==> config.mk <==
export PLATFORM = sky130hd
export DESIGN_NAME = csa_threshold_bank
export DESIGN_NICKNAME = d
export VERILOG_FILES = /design/src/hw/csa_cell_compare.v /design/src/hw/csa_threshold_bank.v
export VERILOG_INCLUDE_DIRS = /design/src /design/src/hw
export SDC_FILE = /design/constraint.sdc
export NUM_CORES = 1
export LEC_CHECK = 0
export ABC_AREA = 0
export BUFFER_PORTS_ARGS = -buffer_cell sky130_fd_sc_hd__buf_2
export CAP_MARGIN = 10
export CORE_UTILIZATION = 50
export DETAILED_ROUTE_END_ITERATION = 7
export GPL_TIMING_DRIVEN = 1
export PLACE_DENSITY_LB_ADDON = 0.1
export SLEW_MARGIN = 10
export SYNTH_ARGS = -nofsm -noshare
export SYNTH_HDL_FRONTEND = slang
export SYNTH_SLANG_ARGS = --single-unit
==> constraint.sdc <==
create_clock -name aclk -period 11.9 [get_ports aclk]
set_clock_uncertainty 0.1 [all_clocks]
set_input_delay 0.595 -clock aclk [delete_from_list [all_inputs] [get_ports aclk]]
set_output_delay 0.595 -clock aclk [all_outputs]
set_load 0.1 [all_outputs]
==> src/hw/csa_defines.vh <==
// Purpose: Shared constants for the cell spread and bipolar alert threshold bank.
// Assumes: Register indices are word indices; byte address is four times the index.
// Notes: Threshold fields are 14 bits wide and sit in bits 15 down to 2.
`ifndef CSA_DEFINES_VH
`define CSA_DEFINES_VH

// Register word indices.
`define CSA_IDX_SPREAD_LIMIT 10'h023
`define CSA_IDX_BIP_HIGH_CLR 10'h024
`define CSA_IDX_BIP_HIGH_SET 10'h025
`define CSA_IDX_BIP_LOW_CLR 10'h026
`define CSA_IDX_BIP_LOW_SET 10'h027
`define CSA_IDX_CONTROL 10'h040
`define CSA_IDX_IRQ_STATUS 10'h041
`define CSA_IDX_IRQ_MASK 10'h042
`define CSA_IDX_ALERT_STATE 10'h043

// Threshold field position inside a register.
`define CSA_FLD_MSB 15
`define CSA_FLD_LSB 2

// Reset values of the 14-bit threshold fields.
`define CSA_RST_SPREAD_LIMIT 14'h3fff
`define CSA_RST_BIP_HIGH_CLR 14'h3fff
`define CSA_RST_BIP_HIGH_SET 14'h3fff
`define CSA_RST_BIP_LOW_CLR 14'h0000
`define CSA_RST_BIP_LOW_SET 14'h0000

// Control register: bit that widens the spread scope to every cell.
`define CSA_CTL_SCOPE_BIT 0
`define CSA_RST_CONTROL 1'h0

// Interrupt status and mask bit positions, and their reset values.
`define CSA_EV_HIGH_BIT 0
`define CSA_EV_LOW_BIT 1
`define CSA_EV_SPREAD_BIT 2
`define CSA_RST_IRQ_STATUS 3'h0
`define CSA_RST_IRQ_MASK 3'h0

// Bus response codes.
`define CSA_RESP_OKAY 2'h0
`define CSA_RESP_SLVERR 2'h2

`endif

==> src/hw/csa_cell_compare.v <==
// Purpose: Per-sample hysteresis comparison of one cell reading against its thresholds.
// Assumes: Bipolar codes are offset binary, so 0x3fff is the largest and 0x0000 the least.
// Notes: Purely combinational; the caller holds the alert state.
`timescale 1ns/10ps
module csa_cell_compare #(
    parameter DW = 14
) (
    input wire [DW-1:0] sample,
    input wire bipolar,
    input wire [DW-1:0] uni_high_set,
    input wire [DW-1:0] uni_high_clr,
    input wire [DW-1:0] uni_low_set,
    input wire [DW-1:0] uni_low_clr,
    input wire [DW-1:0] bip_high_set,
    input wire [DW-1:0] bip_high_clr,
    input wire [DW-1:0] bip_low_set,
    input wire [DW-1:0] bip_low_clr,
    input wire high_now,
    input wire low_now,
    output reg high_next,
    output reg low_next,
    output wire signed [DW:0] sample_ext
);

    // Maps a code onto one signed scale; bipolar codes are shifted down by half range.
    function signed [DW:0] csa_ext;
        input [DW-1:0] v;
        input bip;
        begin
            if (bip) begin
                csa_ext = {{2{~v[DW-1]}}, v[DW-2:0]};
            end else begin
                csa_ext = {1'b0, v};
            end
        end
    endfunction

    wire signed [DW:0] hs;
    wire signed [DW:0] hc;
    wire signed [DW:0] ls;
    wire signed [DW:0] lc;

    assign hs = csa_ext(bipolar ? bip_high_set : uni_high_set, bipolar);
    assign hc = csa_ext(bipolar ? bip_high_clr : uni_high_clr, bipolar);
    assign ls = csa_ext(bipolar ? bip_low_set : uni_low_set, bipolar);
    assign lc = csa_ext(bipolar ? bip_low_clr : uni_low_clr, bipolar);
    assign sample_ext = csa_ext(sample, bipolar);

    // Overvoltage hysteresis: strictly above set asserts, at or below clear releases.
    always @* begin
        high_next = high_now;
        if (sample_ext > hs) begin
            high_next = 1'b1;
        end else if (sample_ext <= hc) begin
            high_next = 1'b0;
        end
    end

    // Undervoltage hysteresis: strictly below set asserts, at or above clear releases.
    always @* begin
        low_next = low_now;
        if (sample_ext < ls) begin
            low_next = 1'b1;
        end else if (sample_ext >= lc) begin
            low_next = 1'b0;
        end
    end

endmodule // csa_cell_compare

==> src/hw/csa_threshold_bank.v <==
// Purpose: Cell spread and bipolar over/undervoltage threshold bank on AXI4-Lite.
// Assumes: Measurement results arrive on aclk from the scan engine, one per valid cycle.
// Notes: Alerts hold per cell with hysteresis; the spread alert updates at each scan end.
//
// Contract
// - Spread limit register: 14-bit field in bits 15:2, resets all ones.
// - Spread alert asserts when largest minus smallest reading exceeds the limit.
// - A scope bit picks unipolar-only cells or all cells for spread.
// - Bipolar high alert clears at or below the bipolar high clear level.
// - Bipolar high alert sets strictly above the bipolar high set level.
// - A high set level of 0x3fff effectively disables bipolar high checks.
// - Bipolar low alert clears at or above the bipolar low clear level.
// - Bipolar low alert sets strictly below the bipolar low set level.
// - A low set level of zero effectively disables bipolar low checks.
// - Bipolar levels are read in the bipolar result format.
//
// Our own choice: the AXI4-Lite interface to the registers.
`timescale 1ns/10ps
`include "csa_defines.vh"
module csa_threshold_bank #(
    parameter NCELL = 14,
    parameter CELL_W = 4,
    parameter DW = 14,
    parameter ADDR_W = 12
) (
    input wire aclk,
    input wire aresetn,
    input wire [ADDR_W-1:0] s_axi_awaddr,
    input wire s_axi_awvalid,
    output reg s_axi_awready,
    input wire [31:0] s_axi_wdata,
    input wire [3:0] s_axi_wstrb,
    input wire s_axi_wvalid,
    output reg s_axi_wready,
    output reg [1:0] s_axi_bresp,
    output reg s_axi_bvalid,
    input wire s_axi_bready,
    input wire [ADDR_W-1:0] s_axi_araddr,
    input wire s_axi_arvalid,
    output reg s_axi_arready,
    output reg [31:0] s_axi_rdata,
    output reg [1:0] s_axi_rresp,
    output reg s_axi_rvalid,
    input wire s_axi_rready,
    input wire meas_valid,
    input wire [CELL_W-1:0] meas_cell,
    input wire [DW-1:0] meas_data,
    input wire cell_polarity_select,
    input wire meas_last,
    input wire [DW-1:0] uni_high_set_value,
    input wire [DW-1:0] uni_high_clear_value,
    input wire [DW-1:0] uni_low_set_value,
    input wire [DW-1:0] uni_low_clear_value,
    output reg [NCELL-1:0] cell_high_flags,
    output reg [NCELL-1:0] cell_low_flags,
    output reg cell_overvoltage_alert,
    output reg cell_undervoltage_alert,
    output reg cell_spread_alert,
    output reg irq
);

    // Threshold fields, control, interrupt state and spread tracking.
    reg [DW-1:0] spread_limit_value;
    reg [DW-1:0] bipolar_high_clear_value;
    reg [DW-1:0] bipolar_high_set_value;
    reg [DW-1:0] bipolar_low_clear_value;
    reg [DW-1:0] bipolar_low_set_value;
    reg spread_scope_select;
    reg [2:0] irq_status_reg;
    reg [2:0] irq_mask_reg;
    reg signed [DW:0] max_reg;
    reg signed [DW:0] min_reg;
    reg seen_reg;
    reg [ADDR_W-1:0] wr_addr_reg;
    reg [31:0] wr_data_reg;
    reg [3:0] wr_strb_reg;
    reg aw_have_reg;
    reg w_have_reg;

    // Combinational results of the current sample.
    reg [NCELL-1:0] high_next;
    reg [NCELL-1:0] low_next;
    reg [2:0] ev_set;
    reg signed [DW:0] max_next;
    reg signed [DW:0] min_next;
    reg seen_next;
    reg [DW+1:0] spread_diff;
    reg [31:0] rd_word;
    reg rd_hit;
    reg wr_hit;
    reg [2:0] status_next;
    wire cmp_high;
    wire cmp_low;
    wire signed [DW:0] sample_ext;
    wire cell_ok;
    wire high_now;
    wire low_now;
    wire sample_in;
    wire wr_fire;
    wire [9:0] wr_idx;
    wire [9:0] rd_idx;

    // Places a threshold field in its register bits; bits 1:0 stay zero.
    function [31:0] csa_field_rd;
        input [DW-1:0] v;
        begin
            csa_field_rd = {16'h0000, v, 2'h0};
        end
    endfunction

    // Merges written byte lanes into a threshold field; bits 1:0 are dropped.
    function [DW-1:0] csa_field_wr;
        input [DW-1:0] old;
        input [31:0] d;
        input [3:0] s;
        reg [15:0] w;
        begin
            w = {old, 2'h0};
            if (s[0]) begin
                w[7:0] = d[7:0];
            end
            if (s[1]) begin
                w[15:8] = d[15:8];
            end
            csa_field_wr = w[`CSA_FLD_MSB:`CSA_FLD_LSB];
        end
    endfunction

    assign cell_ok = meas_valid && (meas_cell < NCELL);
    assign high_now = cell_ok ? cell_high_flags[meas_cell] : 1'b0;
    assign low_now = cell_ok ? cell_low_flags[meas_cell] : 1'b0;
    assign sample_in = meas_valid && (spread_scope_select || !cell_polarity_select);
    assign wr_fire = aw_have_reg && w_have_reg && !s_axi_bvalid;
    assign wr_idx = wr_addr_reg[11:2];
    assign rd_idx = s_axi_araddr[11:2];

    // Threshold comparison for the sample on the measurement port.
    csa_cell_compare #(
        .DW(DW)
    ) u_cmp (
        .sample(meas_data),
        .bipolar(cell_polarity_select),
        .uni_high_set(uni_high_set_value),
        .uni_high_clr(uni_high_clear_value),
        .uni_low_set(uni_low_set_value),
        .uni_low_clr(uni_low_clear_value),
        .bip_high_set(bipolar_high_set_value),
        .bip_high_clr(bipolar_high_clear_value),
        .bip_low_set(bipolar_low_set_value),
        .bip_low_clr(bipolar_low_clear_value),
        .high_now(high_now),
        .low_now(low_now),
        .high_next(cmp_high),
        .low_next(cmp_low),
        .sample_ext(sample_ext)
    );

    // Next per-cell flags, running extremes, spread and rising-edge events.
    always @* begin
        high_next = cell_high_flags;
        low_next = cell_low_flags;
        max_next = max_reg;
        min_next = min_reg;
        seen_next = seen_reg;
        ev_set = 3'h0;
        if (cell_ok) begin
            high_next[meas_cell] = cmp_high;
            low_next[meas_cell] = cmp_low;
            ev_set[`CSA_EV_HIGH_BIT] = cmp_high && !high_now;
            ev_set[`CSA_EV_LOW_BIT] = cmp_low && !low_now;
        end
        if (sample_in) begin
            if (!seen_reg || sample_ext > max_reg) begin
                max_next = sample_ext;
            end
            if (!seen_reg || sample_ext < min_reg) begin
                min_next = sample_ext;
            end
            seen_next = 1'b1;
        end
        spread_diff = {max_next[DW], max_next} - {min_next[DW], min_next};
        if (meas_valid && meas_last) begin
            ev_set[`CSA_EV_SPREAD_BIT] = seen_next && !cell_spread_alert &&
                (spread_diff > {2'h0, spread_limit_value});
        end
    end

    // Interrupt status: hardware set wins over a one written to clear.
    always @* begin
        status_next = irq_status_reg;
        if (wr_fire && wr_idx == `CSA_IDX_IRQ_STATUS && wr_strb_reg[0]) begin
            status_next = irq_status_reg & ~wr_data_reg[2:0];
        end
        status_next = status_next | ev_set;
    end

    // Alert state, spread tracking and the interrupt line.
    always @(posedge aclk) begin
        if (!aresetn) begin
            cell_high_flags <= {NCELL{1'b0}};
            cell_low_flags <= {NCELL{1'b0}};
            cell_overvoltage_alert <= 1'b0;
            cell_undervoltage_alert <= 1'b0;
            cell_spread_alert <= 1'b0;
            max_reg <= {(DW+1){1'b0}};
            min_reg <= {(DW+1){1'b0}};
            seen_reg <= 1'b0;
            irq_status_reg <= `CSA_RST_IRQ_STATUS;
            irq <= 1'b0;
        end else begin
            cell_high_flags <= high_next;
            cell_low_flags <= low_next;
            cell_overvoltage_alert <= |high_next;
            cell_undervoltage_alert <= |low_next;
            irq_status_reg <= status_next;
            irq <= |(status_next & irq_mask_reg);
            if (meas_valid && meas_last) begin
                cell_spread_alert <= seen_next && (spread_diff > {2'h0, spread_limit_value});
                seen_reg <= 1'b0;
            end else begin
                max_reg <= max_next;
                min_reg <= min_next;
                seen_reg <= seen_next;
            end
        end
    end

    // Write channel: address and data are taken in either order, then applied together.
    always @(posedge aclk) begin
        if (!aresetn) begin
            s_axi_awready <= 1'b1;
            s_axi_wready <= 1'b1;
            s_axi_bvalid <= 1'b0;
            s_axi_bresp <= `CSA_RESP_OKAY;
            aw_have_reg <= 1'b0;
            w_have_reg <= 1'b0;
            wr_addr_reg <= {ADDR_W{1'b0}};
            wr_data_reg <= 32'h0000_0000;
            wr_strb_reg <= 4'h0;
        end else begin
            if (s_axi_awvalid && s_axi_awready) begin
                wr_addr_reg <= s_axi_awaddr;
                aw_have_reg <= 1'b1;
                s_axi_awready <= 1'b0;
            end
            if (s_axi_wvalid && s_axi_wready) begin
                wr_data_reg <= s_axi_wdata;
                wr_strb_reg <= s_axi_wstrb;
                w_have_reg <= 1'b1;
                s_axi_wready <= 1'b0;
            end
            if (wr_fire) begin
                aw_have_reg <= 1'b0;
                w_have_reg <= 1'b0;
                s_axi_bvalid <= 1'b1;
                s_axi_bresp <= wr_hit ? `CSA_RESP_OKAY : `CSA_RESP_SLVERR;
            end
            if (s_axi_bvalid && s_axi_bready) begin
                s_axi_bvalid <= 1'b0;
                s_axi_awready <= 1'b1;
                s_axi_wready <= 1'b1;
            end
        end
    end

    // Write decode: flags whether the held address names a register.
    always @* begin
        case (wr_idx)
            `CSA_IDX_SPREAD_LIMIT, `CSA_IDX_BIP_HIGH_CLR, `CSA_IDX_BIP_HIGH_SET,
            `CSA_IDX_BIP_LOW_CLR, `CSA_IDX_BIP_LOW_SET, `CSA_IDX_CONTROL,
            `CSA_IDX_IRQ_STATUS, `CSA_IDX_IRQ_MASK, `CSA_IDX_ALERT_STATE: begin
                wr_hit = 1'b1;
            end
            default: begin
                wr_hit = 1'b0;
            end
        endcase
    end

    // Software-writable threshold and control registers.
    always @(posedge aclk) begin
        if (!aresetn) begin
            spread_limit_value <= `CSA_RST_SPREAD_LIMIT;
            bipolar_high_clear_value <= `CSA_RST_BIP_HIGH_CLR;
            bipolar_high_set_value <= `CSA_RST_BIP_HIGH_SET;
            bipolar_low_clear_value <= `CSA_RST_BIP_LOW_CLR;
            bipolar_low_set_value <= `CSA_RST_BIP_LOW_SET;
            spread_scope_select <= `CSA_RST_CONTROL;
            irq_mask_reg <= `CSA_RST_IRQ_MASK;
        end else if (wr_fire) begin
            case (wr_idx)
                `CSA_IDX_SPREAD_LIMIT: begin
                    spread_limit_value <= csa_field_wr(spread_limit_value, wr_data_reg,
                        wr_strb_reg);
                end
                `CSA_IDX_BIP_HIGH_CLR: begin
                    bipolar_high_clear_value <= csa_field_wr(bipolar_high_clear_value,
                        wr_data_reg, wr_strb_reg);
                end
                `CSA_IDX_BIP_HIGH_SET: begin
                    bipolar_high_set_value <= csa_field_wr(bipolar_high_set_value,
                        wr_data_reg, wr_strb_reg);
                end
                `CSA_IDX_BIP_LOW_CLR: begin
                    bipolar_low_clear_value <= csa_field_wr(bipolar_low_clear_value,
                        wr_data_reg, wr_strb_reg);
                end
                `CSA_IDX_BIP_LOW_SET: begin
                    bipolar_low_set_value <= csa_field_wr(bipolar_low_set_value,
                        wr_data_reg, wr_strb_reg);
                end
                `CSA_IDX_CONTROL: begin
                    if (wr_strb_reg[0]) begin
                        spread_scope_select <= wr_data_reg[`CSA_CTL_SCOPE_BIT];
                    end
                end
                `CSA_IDX_IRQ_MASK: begin
                    if (wr_strb_reg[0]) begin
                        irq_mask_reg <= wr_data_reg[2:0];
                    end
                end
                default: begin
                    spread_scope_select <= spread_scope_select;
                end
            endcase
        end
    end

    // Read decode of the requested address.
    always @* begin
        rd_hit = 1'b1;
        rd_word = 32'h0000_0000;
        case (rd_idx)
            `CSA_IDX_SPREAD_LIMIT: rd_word = csa_field_rd(spread_limit_value);
            `CSA_IDX_BIP_HIGH_CLR: rd_word = csa_field_rd(bipolar_high_clear_value);
            `CSA_IDX_BIP_HIGH_SET: rd_word = csa_field_rd(bipolar_high_set_value);
            `CSA_IDX_BIP_LOW_CLR: rd_word = csa_field_rd(bipolar_low_clear_value);
            `CSA_IDX_BIP_LOW_SET: rd_word = csa_field_rd(bipolar_low_set_value);
            `CSA_IDX_CONTROL: rd_word = {31'h0, spread_scope_select};
            `CSA_IDX_IRQ_STATUS: rd_word = {29'h0, irq_status_reg};
            `CSA_IDX_IRQ_MASK: rd_word = {29'h0, irq_mask_reg};
            `CSA_IDX_ALERT_STATE: begin
                rd_word = {29'h0, cell_spread_alert, cell_undervoltage_alert,
                    cell_overvoltage_alert};
            end
            default: begin
                rd_hit = 1'b0;
            end
        endcase
    end

    // Read channel: one read at a time, answered the cycle after the address is taken.
    always @(posedge aclk) begin
        if (!aresetn) begin
            s_axi_arready <= 1'b1;
            s_axi_rvalid <= 1'b0;
            s_axi_rdata <= 32'h0000_0000;
            s_axi_rresp <= `CSA_RESP_OKAY;
        end else begin
            if (s_axi_arvalid && s_axi_arready) begin
                s_axi_arready <= 1'b0;
                s_axi_rvalid <= 1'b1;
                s_axi_rdata <= rd_word;
                s_axi_rresp <= rd_hit ? `CSA_RESP_OKAY : `CSA_RESP_SLVERR;
            end
            if (s_axi_rvalid && s_axi_rready) begin
                s_axi_rvalid <= 1'b0;
                s_axi_arready <= 1'b1;
            end
        end
    end

endmodule // csa_threshold_bank

# After elaboration in Yosys (flattened, before gate mapping)
# Cells that the tools add are included.
[totals]
reg_bits = 213
out_inout_bits = 73
wordCells = 160
[classes]
n_addsub = 1
magnitude_cmp = 10
n_eq_ne = 18
muxes = 38
n_bitwise = 10
reduce_logical = 48
[op_table]
columns = ["operator", "count"]
rows = [
  ["$pmux 16 s9", 1],
  ["$mux 15", 9],
  ["$eq 10x6->1 const B", 10],
  ["$mux 14", 6],
  ["$eq 10x7->1 const B", 8],
  ["$reduce_and 3->1", 12],
  ["$gt 15x15->1", 2],
  ["$lt 15x15->1", 2],
  ["$bwmux 14", 2],
  ["$reduce_or 14->1", 2],
  ["$logic_and 1x1->1", 18],
  ["$reduce_or 9->1", 2],
  ["$gt 16x14->1", 1],
  ["$sub 15x15->16", 1],
  ["$ge 15x15->1", 1],
  ["$le 15x15->1", 1],
  ["$mux 1", 13],
  ["$bmux 1 s4", 2],
  ["$reduce_or 2->1", 4],
  ["$and 3x3->3", 2],
  ["$logic_not 1->1", 6],
  ["$mux 2", 3],
  ["$not 1->1", 6],
  ["$lt 4x5->1 const B", 1],
  ["other kinds (8)", 10],
]

# Depth between registers and ports, before layout
# Gate-level depths: netlist of run 1.
[logic_depth]
depth_word = 13
mapped_depth = 36

# Cells and area by module
# A second synthesis of run 1 with hierarchy kept.
[hier_totals]
cells_unflattened = 1566
hier_area_um2 = 13155.1
[modules_own_cells]
columns = ["mod", "n_inst", "cells_per_inst", "area_each_um2", "seq_area_each_um2"]
rows = [
  ["csa_threshold_bank", 1, 1329, 11061.9, 3863.7],
  ["csa_cell_compare", 1, 237, 2093.3, 0.0],
]

# Worst setup path before layout of run 1
# Ideal clock, no wire load.
[synth_timing]
kind = "input -> register"
startpoint = "input meas_data[13]"
endpoint = "register irq"
setup_ns = 0.130
arrival_time_ns = 6.651
t_required_ns = 11.670
setup_slack_ns = 5.019
cell_stages = 32
n_path_buf = 2
path_cell_list = "inv_1 > ha_1 > inv_1 > ha_1 > a2111oi_0 > o21ai_0 > o21ai_2 > buf_2 > buf_1 > mux2_2 > ha_1 > a21o_1 > a21o_1 > a31o_2 > or4_1 > o211ai_1 > a21oi_1 > o22ai_1 > o21bai_1 > a21oi_1 > xnor2_1 > ha_1 > a21o_1 > a21oi_1 > nor2b_1 > o21ai_0 > nand2b_1 > a21oi_1 > a22oi_1 > a32o_1 > a222oi_1 > o21ai_1"
[synth_via]
elab_chain_cells = 13
[synth_rtl]
columns = ["item", "line_no", "rtl"]
rows = [
  ["start, declared", "csa_threshold_bank.v:47", "input wire [DW-1:0] meas_data,"],
  ["$not 1->1", "csa_cell_compare.v:31", "csa_ext = {{2{~v[DW-1]}}, v[DW-2:0]};"],
  ["$mux 15 *", "csa_cell_compare.v:30", "if (bip) begin"],
  ["$gt 15x15->1 *", "csa_threshold_bank.v:173", "if (!seen_reg || sample_ext > max_reg) begin"],
  ["$logic_or 1x1->1 *", "csa_threshold_bank.v:173", ""],
  ["$mux 15 *", "csa_threshold_bank.v:173", ""],
  ["$mux 15 *", "csa_threshold_bank.v:172", "if (sample_in) begin"],
  ["via max_next[1]", "csa_threshold_bank.v:84", "reg signed [DW:0] max_next;"],
  ["$sub 15x15->16 *", "csa_threshold_bank.v:181", "spread_diff = {max_next[DW], max_next} - {min_next[DW], min_next};"],
  ["$gt 16x14->1 *", "csa_threshold_bank.v:184", "(spread_diff > {2'h0, spread_limit_value});"],
  ["$logic_and 1x1->1 *", "csa_threshold_bank.v:183", "ev_set[`CSA_EV_SPREAD_BIT] = seen_next && !cell_spread_alert &&"],
  ["$mux 1 *", "csa_threshold_bank.v:182", "if (meas_valid && meas_last) begin"],
  ["$or 3x3->3 *", "csa_threshold_bank.v:194", "status_next = status_next | ev_set;"],
  ["$and 3x3->3 *", "csa_threshold_bank.v:216", "irq <= |(status_next & irq_mask_reg);"],
  ["$reduce_or 3->1 *", "csa_threshold_bank.v:216", ""],
  ["end signal, assigned", "csa_threshold_bank.v:216", ""],
  ["end, declared", "csa_threshold_bank.v:59", "output reg irq"],
]
# Mark *: on every way through the listed nets, which the timed path passes. The rest lies on a longest branch.
# A chain may end at the register's enable or synchronous reset.

# Worst setup path in the final report of run 1
[layout_timing]
startpoint = "input cell_polarity_select"
endpoint = "register irq"
[layout_via]
elab_chain_cells = 12
[layout_rtl]
columns = ["item", "line_no", "rtl"]
rows = [
  ["start, declared", "csa_threshold_bank.v:48", "input wire cell_polarity_select,"],
  ["$mux 15", "csa_cell_compare.v:30", ""],
  ["$gt 15x15->1", "csa_threshold_bank.v:173", ""],
  ["$logic_or 1x1->1", "csa_threshold_bank.v:173", ""],
  ["$mux 15", "csa_threshold_bank.v:173", ""],
  ["$mux 15 *", "csa_threshold_bank.v:172", ""],
  ["via max_next[1]", "csa_threshold_bank.v:84", ""],
  ["$sub 15x15->16 *", "csa_threshold_bank.v:181", ""],
  ["$gt 16x14->1 *", "csa_threshold_bank.v:184", ""],
  ["$logic_and 1x1->1 *", "csa_threshold_bank.v:183", ""],
  ["$mux 1 *", "csa_threshold_bank.v:182", ""],
  ["$or 3x3->3 *", "csa_threshold_bank.v:194", ""],
  ["$and 3x3->3 *", "csa_threshold_bank.v:216", ""],
  ["$reduce_or 3->1 *", "csa_threshold_bank.v:216", ""],
]
# Marked as above.

==> metrics.txt, run 1 <==
post-detail-place hpwl=28590 um; post-synth top area cell=dfxtp_1; worst skew pair latency=0.44 ns; Slew Viols, Final=0; Synth Warn #=0; RSZ-0062 raised after global routing=false; worst hold stages=2; hold path endpoint=s_axi_wready; CTS root buf=clkbuf_16; M2 GR Usage=0.4943; starting density of the core=0.5142; Total Power=1.781 mW; met1 Use GR=0.3998; number of flops mapped to enable cells by yosys=0; core region area=between 20000 and 25000 um^2; Final Wtd Congestion=0.8942; post-place setup slack=3.754 ns; Async SR Flop Fraction=0; Hold WC Path Type=in -> reg; TritonRoute pass-1 iters=6; outcome=complete, no violations; slack of the worst reg-to-reg path=4.77 ns; gr usage total=0.2965; Fin. Hold Viols=0; CTS tree=done; initial drt markers=between 700 and 800; Synth Flop Type=dfxtp_1; leakage power=6.346 nW; xor-xnor portion of the synthesized cell area=0.009719; P&R area growth vs syn=13.18%; die height=160.8 um; Netlist Area Pre-Place=12620 um^2; count leader, synth=dfxtp_1; CTS Sinks=193; Post-CTS Setup Bufs=0; global route overflow=0; TritonCTS Buffers=17; fin worst setup slack=4.136 ns; CP max FO=28; H-tree depth=4; IO Port Bufs=approximately 180; Post-Synth Simple-Gate Area=0.1785; fin area=14280 um^2; Clock Pin Slew Worst Setup and Hold Paths=about 0.09 ns; commonest cells in the netlist=dfxtp_1 (193), nand2_1 (166), nor2_1 (158); I/O pin cnt=217; worst hold slack=0.2471 ns; Post-Synth Adder-Cell Area=0.1176; WP data required=12.11 ns; Worst Setup Start Kind=input port; TNS Setup=0 ns; post-synthesis sequential area ratio=0.3063; Crit. End Element=flip-flop; Cell Rows=57; post-synthesis mux area share=0.1687; final core occ=0.5820; Cell Area, Placed=between 10000 and 15000 um^2; fin crit period=7.764 ns; dpl cells=1922; Post-Route WL=37960 um; DRT antenna net count=0; Avg Cell Area, Syn=8.501 um^2; Crit path largest cell delay=between 0.5 and 0.6 ns; vias per inst=5.866; Antenna Cells=0; gr busiest metal=met2; global-route wire length before repair=59570 um; Hold Path Origin=s_axi_wvalid; antenna violations before repair=0; grt met3 use=0.03590; measured slew at the worst slew-check pin=1.115 ns; endpoints failing setup=0; WS Path Type=in -> reg; crit path DAT=about 8.0 ns; #FFs+latches synth=193; share of cells above drive strength 1=0.1687; complex-gate fraction of the synthesized area=0.1633; Max Fclk=between 100 and 150 MHz; DR WL/cell=19.43 um; cells on worst reg2reg path=34; VDD IR max=around 0.077 mV; Nets=1879; via count=11460; Clock Path Buffers=2; fin cells=between 1500 and 2000; Synth Instances=between 1000 and 1500; max_cap viols=0; Die X=160.8 um; Post-CTS Resized=0; hold_buf cts=0; DRC=0; Worst path slowest cell=buf_2; largest net degree at the start of global routing=91; vias in the first global route=10630; die area=around 26000 um^2; Pwr per Cell Area=124.7 nW/um^2; largest cells by area after synthesis=dfxtp_1 (31%), ha_1 (12%), mux2i_1 (11%), nand2_1 (4.9%), nor2_1 (4.7%); Reg-to-Reg Start=min_reg[4]; Yosys cell types=73; largest family of logic cells by synthesized area=simple AND/OR/NAND/NOR gates; share of the synthesized area in the top cell type=0.3063; Slew headroom=0.2527; FF-to-FF End=irq; final period utilization=0.6525
## layout make-up
| class | count | area [um^2] |
|---|---|---|
| multi-input cells | 1143 | 8132 |
| flip-flops and latches | 193 | 3864 |
| clock inverters | 15 | 201.4 |
| clock buffers | 17 | 425.4 |
| fillers | 2310 | 10250 |
| inverters | 74 | 280.3 |
| well taps | 324 | 405.4 |
| repair buffers | 188 | 970.9 |
## cells by family after synthesis
kind of cell,count (synthesis)
simple gates,498
compound gates,311
flops,193
mux,184
buf+inv,165
fa+ha+maj,118
xor+xnor,14
other cells,1
## cell usage in the layout, fill, tap and decap left out, types with 4 or more instances in the layout
cell type and n:
a21oi_1 103, nor4_1 6, conb_1 18, nand2b_1 15, clkbuf_16 17, dfxtp_1 193
nor3_1 52, ha_1 117, xor2_1 8, inv_1 73, and2_1 7, buf_4 12
o21bai_1 5, and3_1 5, o21ai_1 5, o211ai_1 4, nand3_1 26, nor2b_1 15
nor2_1 158, a221oi_1 16, or4_1 4, o21a_1 28, a21boi_0 6, a21o_1 14
nor3b_1 6, and4_1 4, nand2_1 166, or3_1 5, o21ai_0 39, inv_12 4
a211oi_1 35, o22ai_1 8, buf_2 176, nand4_1 20, mux2_2 19, mux4_2 21
clkinv_8 5, mux2i_1 144, xnor2_1 6
## worst max-delay path by stage
stage,startpoint,endpoint,slack [ns],cells after the start
after floorplan,meas_data[13],irq,5.02,32
after global placement,cell_polarity_select,irq,3.82,31
after detailed placement,cell_polarity_select,irq,3.75,31
after CTS,cell_polarity_select,irq,4.17,31
after global routing,cell_polarity_select,irq,3.48,34
final,cell_polarity_select,irq,4.14,31
## layer usage
metal,part of all wire,vias to the layer above
li1,-,5604
met1,0.44,5430
met2,0.48,383
met3,0.059,46
met4,0.024,0
met5,0,-
## worst max-delay path, delay by kind of cell
family                   cells  cell delay, ns
AO/OA/AOI/OAI               19            3.90
adder cells (fa/ha/maj)      4            1.24
buffers and inverters        3            1.11
AND/OR/NAND/NOR              3            0.54
multiplexers                 1            0.42
XOR/XNOR                     1            0.16
## power by group
group	leakage [nW]	switching (mW)	internal, mW
clock	0.301	0.315	0.292
sequential	1.57	0.0244	0.669
combinational	4.47	0.315	0.166
Note: power is estimated with default switching activity, not from simulation.
==> inputs of run 2 (changes only) <==
- clock period: 11.9 -> 7.3 ns (I/O delays scaled with it)
==> metrics.txt, run 2 (synthesized netlist as in run 1, its figures left out) <==
Nets=1887; Total Power=2.922 mW; CP endpoint=irq; worst hold slack=0.02574 ns; Hold WC Path Type=in -> reg; RSZ-0062 raised after global routing=false; largest net degree at the start of global routing=90; CTS tree=done; Reg-to-Reg Start=min_reg[5]; P&R area growth vs syn=13.67%; endpoints failing setup=0; final period utilization=0.9396; Crit path largest cell delay=between 0.4 and 0.5 ns; leakage power=6.388 nW; vias in the first global route=10910; most frequent cells in the layout=dfxtp_1 (193), buf_2 (176), nand2_1 (166); Cell Rows=57; Fin. Hold Viols=0; Max Fclk=145.8 MHz; Post-CTS Setup Bufs=0; FF-to-FF End=irq; outcome=complete, no violations; CTS Sinks=193; Worst Setup Start Kind=flip-flop; TNS Setup=0 ns; WP data required=7.51 ns; Pwr per Cell Area=203.8 nW/um^2; Clock Pin Slew Worst Setup and Hold Paths=0.08 ns; CTS root buf=clkbuf_16; leading cell type in the layout, fill and taps excluded=dfxtp_1; gr usage total=0.2994; most used cell, CP=a21o_1; Antenna Cells=0; via count=roughly 12000; TritonRoute pass-1 iters=6; Post-Route WL=roughly 38000 um; VDD IR max=0.1203 mV; slack of the worst reg-to-reg path=0.44 ns; TritonCTS Buffers=17; antenna violations before repair=0; global-route wire length before repair=around 60000 um; Slew headroom=0.2560; H-tree depth=4; Clock Path Buffers=2; fin crit period=6.859 ns; DRT antenna net count=0; initial drt markers=823; Crit. End Element=flip-flop; Die X=160.8 um; global route overflow=0; DRC=0; vias per inst=5.864; worst skew pair latency=0.45 ns; I/O pin cnt=~220; measured slew at the worst slew-check pin=1.110 ns; FILL cells=2307; IO Port Bufs=176; starting density of the core=0.5142; crit path DAT=just over 7 ns; die area=25870 um^2; WS Path Type=reg -> reg; Worst Setup SP=min_reg[5]; register area=3864 um^2; post-detail-place hpwl=29190 um; max_cap viols=0; CP max FO=6; core region area=24530 um^2; cells on worst reg2reg path=30; DR WL/cell=19.61 um; Slew Viols, Final=0; Final Wtd Congestion=about 0.9; share of cells above drive strength 1=0.1734; area of the multi-input gates=8139 um^2; die height=160.8 um; Worst path slowest cell=mux2i_1
run 2: cell count changes in the layout (fill, tap and decap cells not counted), sizes merged:
cell | before | now
clkbuf | 17 | 20
clkinv | 8 | 4
bufinv | 0 | 1
buf | 188 | 196
run 2: report_power, final:
part | switching (mW) | internal, mW | total [mW]
logic | 0.521 | 0.275 | 0.795
clock network | 0.483 | 0.514 | 0.997
registers | 0.0395 | 1.09 | 1.13
run 2: repair_timing:
| item | in CTS | in global routing |
|---|---|---|
| setup endpoints to repair | 0 | 1 |
| resized for setup | 0 | 2 |
| hold buffers | 0 | 0 |
run 2: through the flow:
step           cell area, um^2  worst slack (ns)  utilization  instances
4_1_cts                  14330            0.4115       0.5842       1962
3_3_place_gp             13710            0.3854       0.5589       1930
5_1_grt                  14340          0.009373       0.5845       1962
3_5_place_dp             13710            0.1790       0.5589       1930
2_1_floorplan            12680            0.6492            -       1501
6_report                 14340            0.4412       0.5845       1962
run 2: layout make-up:
| type | instances | share of cell area |
|---|---|---|
| Timing Repair Buffer | 196 | 0.07190 |
| Sequential cell | 193 | 0.2694 |
| Multi-Input combinational cell | 1143 | 0.5676 |
| Tap cell | 324 | 0.02827 |
| Clock inverter | 12 | 0.01143 |
| Inverter | 74 | 0.01954 |
| Clock buffer | 20 | 0.03185 |
run 2: critical path: cells and delay by family, from the launching register on:
| kind | cells | cell delay, ns |
|---|---|---|
| compound gates | 21 | 4.15 |
| fa+ha+maj | 3 | 0.86 |
| simple gates | 3 | 0.53 |
| mux | 1 | 0.41 |
| flops | 1 | 0.40 |
| xor+xnor | 1 | 0.15 |
| buf+inv | 1 | 0.11 |
run 2: worst min-delay path by stage:
stage	startpoint	endpoint	slack (ns)	cells past startpoint
3_5_place_dp	s_axi_rdata[0]	s_axi_rdata[0]	0.34	2
5_1_grt	s_axi_awvalid	s_axi_awready	0.04	2
4_1_cts	s_axi_wvalid	s_axi_wready	0.02	2
3_3_place_gp	wr_addr_reg[9]	wr_addr_reg[9]	0.34	2
6_report	s_axi_wvalid	s_axi_wready	0.03	2
2_1_floorplan	wr_addr_reg[10]	wr_addr_reg[10]	0.33	2
run 2: routing by layer:
metal | wire length [um] | share of wire | track usage | vias up
met5 | 0 | 0 | 0 | -
met3 | 1978 | 0.051 | 0.03435 | 66
met1 | 17120 | 0.45 | 0.4007 | 5444
met4 | 1317 | 0.034 | 0.1158 | 0
li1 | - | - | - | 5606
met2 | 18050 | 0.47 | 0.4924 | 390
==> inputs of run 3 (changes only) <==
- GPL_ROUTABILITY_DRIVEN: unset -> 0
- PLACE_DENSITY: unset -> 0.72
- PLACE_DENSITY_LB_ADDON: 0.1 -> unset
==> metrics.txt, run 3 (synthesized netlist as in run 1, its figures left out) <==
worst skew pair latency=0.45 ns; Cell Rows=57; fin crit period=6.930 ns; TritonRoute pass-1 iters=7; H-tree depth=4; area of the multi-input gates=8139 um^2; Crit path largest cell delay=0.40 ns; final period utilization=0.9493; die height=160.8 um; share of cells above drive strength 1=0.1740; Die X=160.8 um; fin cells=1965; max_cap viols=0; most used cell, CP=a21o_1; Reg-to-Reg Start=min_reg[5]; vias per inst=5.956; Cell Area, Placed=between 10000 and 15000 um^2; Total Power=2.898 mW; uppermost routed layer=met5; IO Port Bufs=176; core region area=24530 um^2; metal3 WL=2622 um; DRC=0; Clock Pin Slew Worst Setup and Hold Paths=about 0.090 ns; Worst Setup SP=min_reg[5]; global-route wire length before repair=around 60000 um; I/O pin cnt=between 200 and 250; endpoints failing setup=0; Slew Viols, Final=0; CTS Sinks=193; leakage power=6.372 nW; antenna violations before repair=4; slack of the worst reg-to-reg path=around 0.37 ns; most frequent cells in the layout=dfxtp_1 (193), buf_2 (176), nand2_1 (166); TNS Setup=0 ns; FF-to-FF End=irq; WP data required=around 7.5 ns; Fin. Hold Viols=0; largest net degree at the start of global routing=73; VDD IR max=~0.14 mV; CP max FO=6; dpl cells=1930; global route overflow=0; post-place setup slack=0.04252 ns; worst hold stages=2; Max Fclk=approximately 140 MHz; register area=3864 um^2; starting density of the core=0.5142; hold_buf cts=0; Post-CTS Resized=0; initial drt markers=974; CP endpoint=irq; RSZ-0062 raised after global routing=false; WS Path Type=reg -> reg; fin area=between 10000 and 15000 um^2; Clock Path Buffers=2; Pwr per Cell Area=202.4 nW/um^2; TritonCTS Buffers=17; outcome=complete, no violations; CTS root buf=clkbuf_16; Hold WC Path Type=in -> reg; Crit. End Element=flip-flop; vias in the first global route=11070; leading cell type in the layout, fill and taps excluded=dfxtp_1; DRT antenna net count=0; DR WL/cell=19.66 um; Worst path slowest cell=or4_1; metal2 WL=17970 um; Slew headroom=0.2490; crit path DAT=around 7 ns; post-detail-place hpwl=29190 um; FILL cells=approximately 2300; P&R area growth vs syn=13.53%; final core occ=0.5838; Nets=roughly 1900; Worst Setup Start Kind=flip-flop; cells on worst reg2reg path=30; Post-Route WL=38640 um; worst hold slack=0.02212 ns; via count=approximately 12000; fin worst setup slack=between 0.3 and 0.4 ns; wire length on met1=16290 um; CTS tree=done; die area=around 26000 um^2; measured slew at the worst slew-check pin=1.118 ns; Post-CTS Setup Bufs=0; gr usage total=0.2963
-- run 3: changes by cell type in the layout (fill, tap and decap cells not counted), moves of 2 or more --
cell,delta
clkinv_2,+2
clkbuf_8,-2
inv_6,+2
diode_2,+3
clkinvlp_4,+2
-- run 3: how the worst min path moves through the flow --
stage,endpoint,slack (ns),from
floorplan,wr_addr_reg[10],0.33,wr_addr_reg[10]
global placement,s_axi_rdata[1],0.34,s_axi_rdata[1]
detailed placement,wr_addr_reg[10],0.34,wr_addr_reg[10]
CTS,s_axi_wready,0.02,s_axi_wvalid
global route,s_axi_wready,0.02,s_axi_wvalid
finish,s_axi_wready,0.02,s_axi_wvalid
-- run 3: area by class of cell --
type	count	area share
repair buffers	196	0.07198
clock buffers	17	0.02970
diodes	3	0.0005242
flip-flops and latches	193	0.2698
well taps	324	0.02830
multi-input cells	1143	0.5683
inverters	74	0.01957
clock inverters	15	0.01188
-- run 3: where the power goes --
part,leakage [nW],internal (mW),switching (mW),total [mW]
logic,4.51,0.275,0.522,0.797
clock network,0.287,0.489,0.485,0.974
registers,1.57,1.09,0.0376,1.13
total,6.37,1.85,1.04,2.90
-- run 3: layer usage --
metal,global-route usage,vias to the layer above
li1,-,5603
met1,0.3834,5530
met2,0.4816,476
met3,0.04778,93
met4,0.1389,2
met5,0,-
-- run 3: worst max-delay path, delay by kind of cell, from the launching register on --
| family | cells | cell delay, ns |
|---|---|---|
| flops | 1 | 0.39 |
| simple gates | 3 | 0.54 |
| compound gates | 21 | 4.24 |
| mux | 1 | 0.39 |
| buf+inv | 1 | 0.10 |
| fa+ha+maj | 3 | 0.86 |
| xor+xnor | 1 | 0.15 |
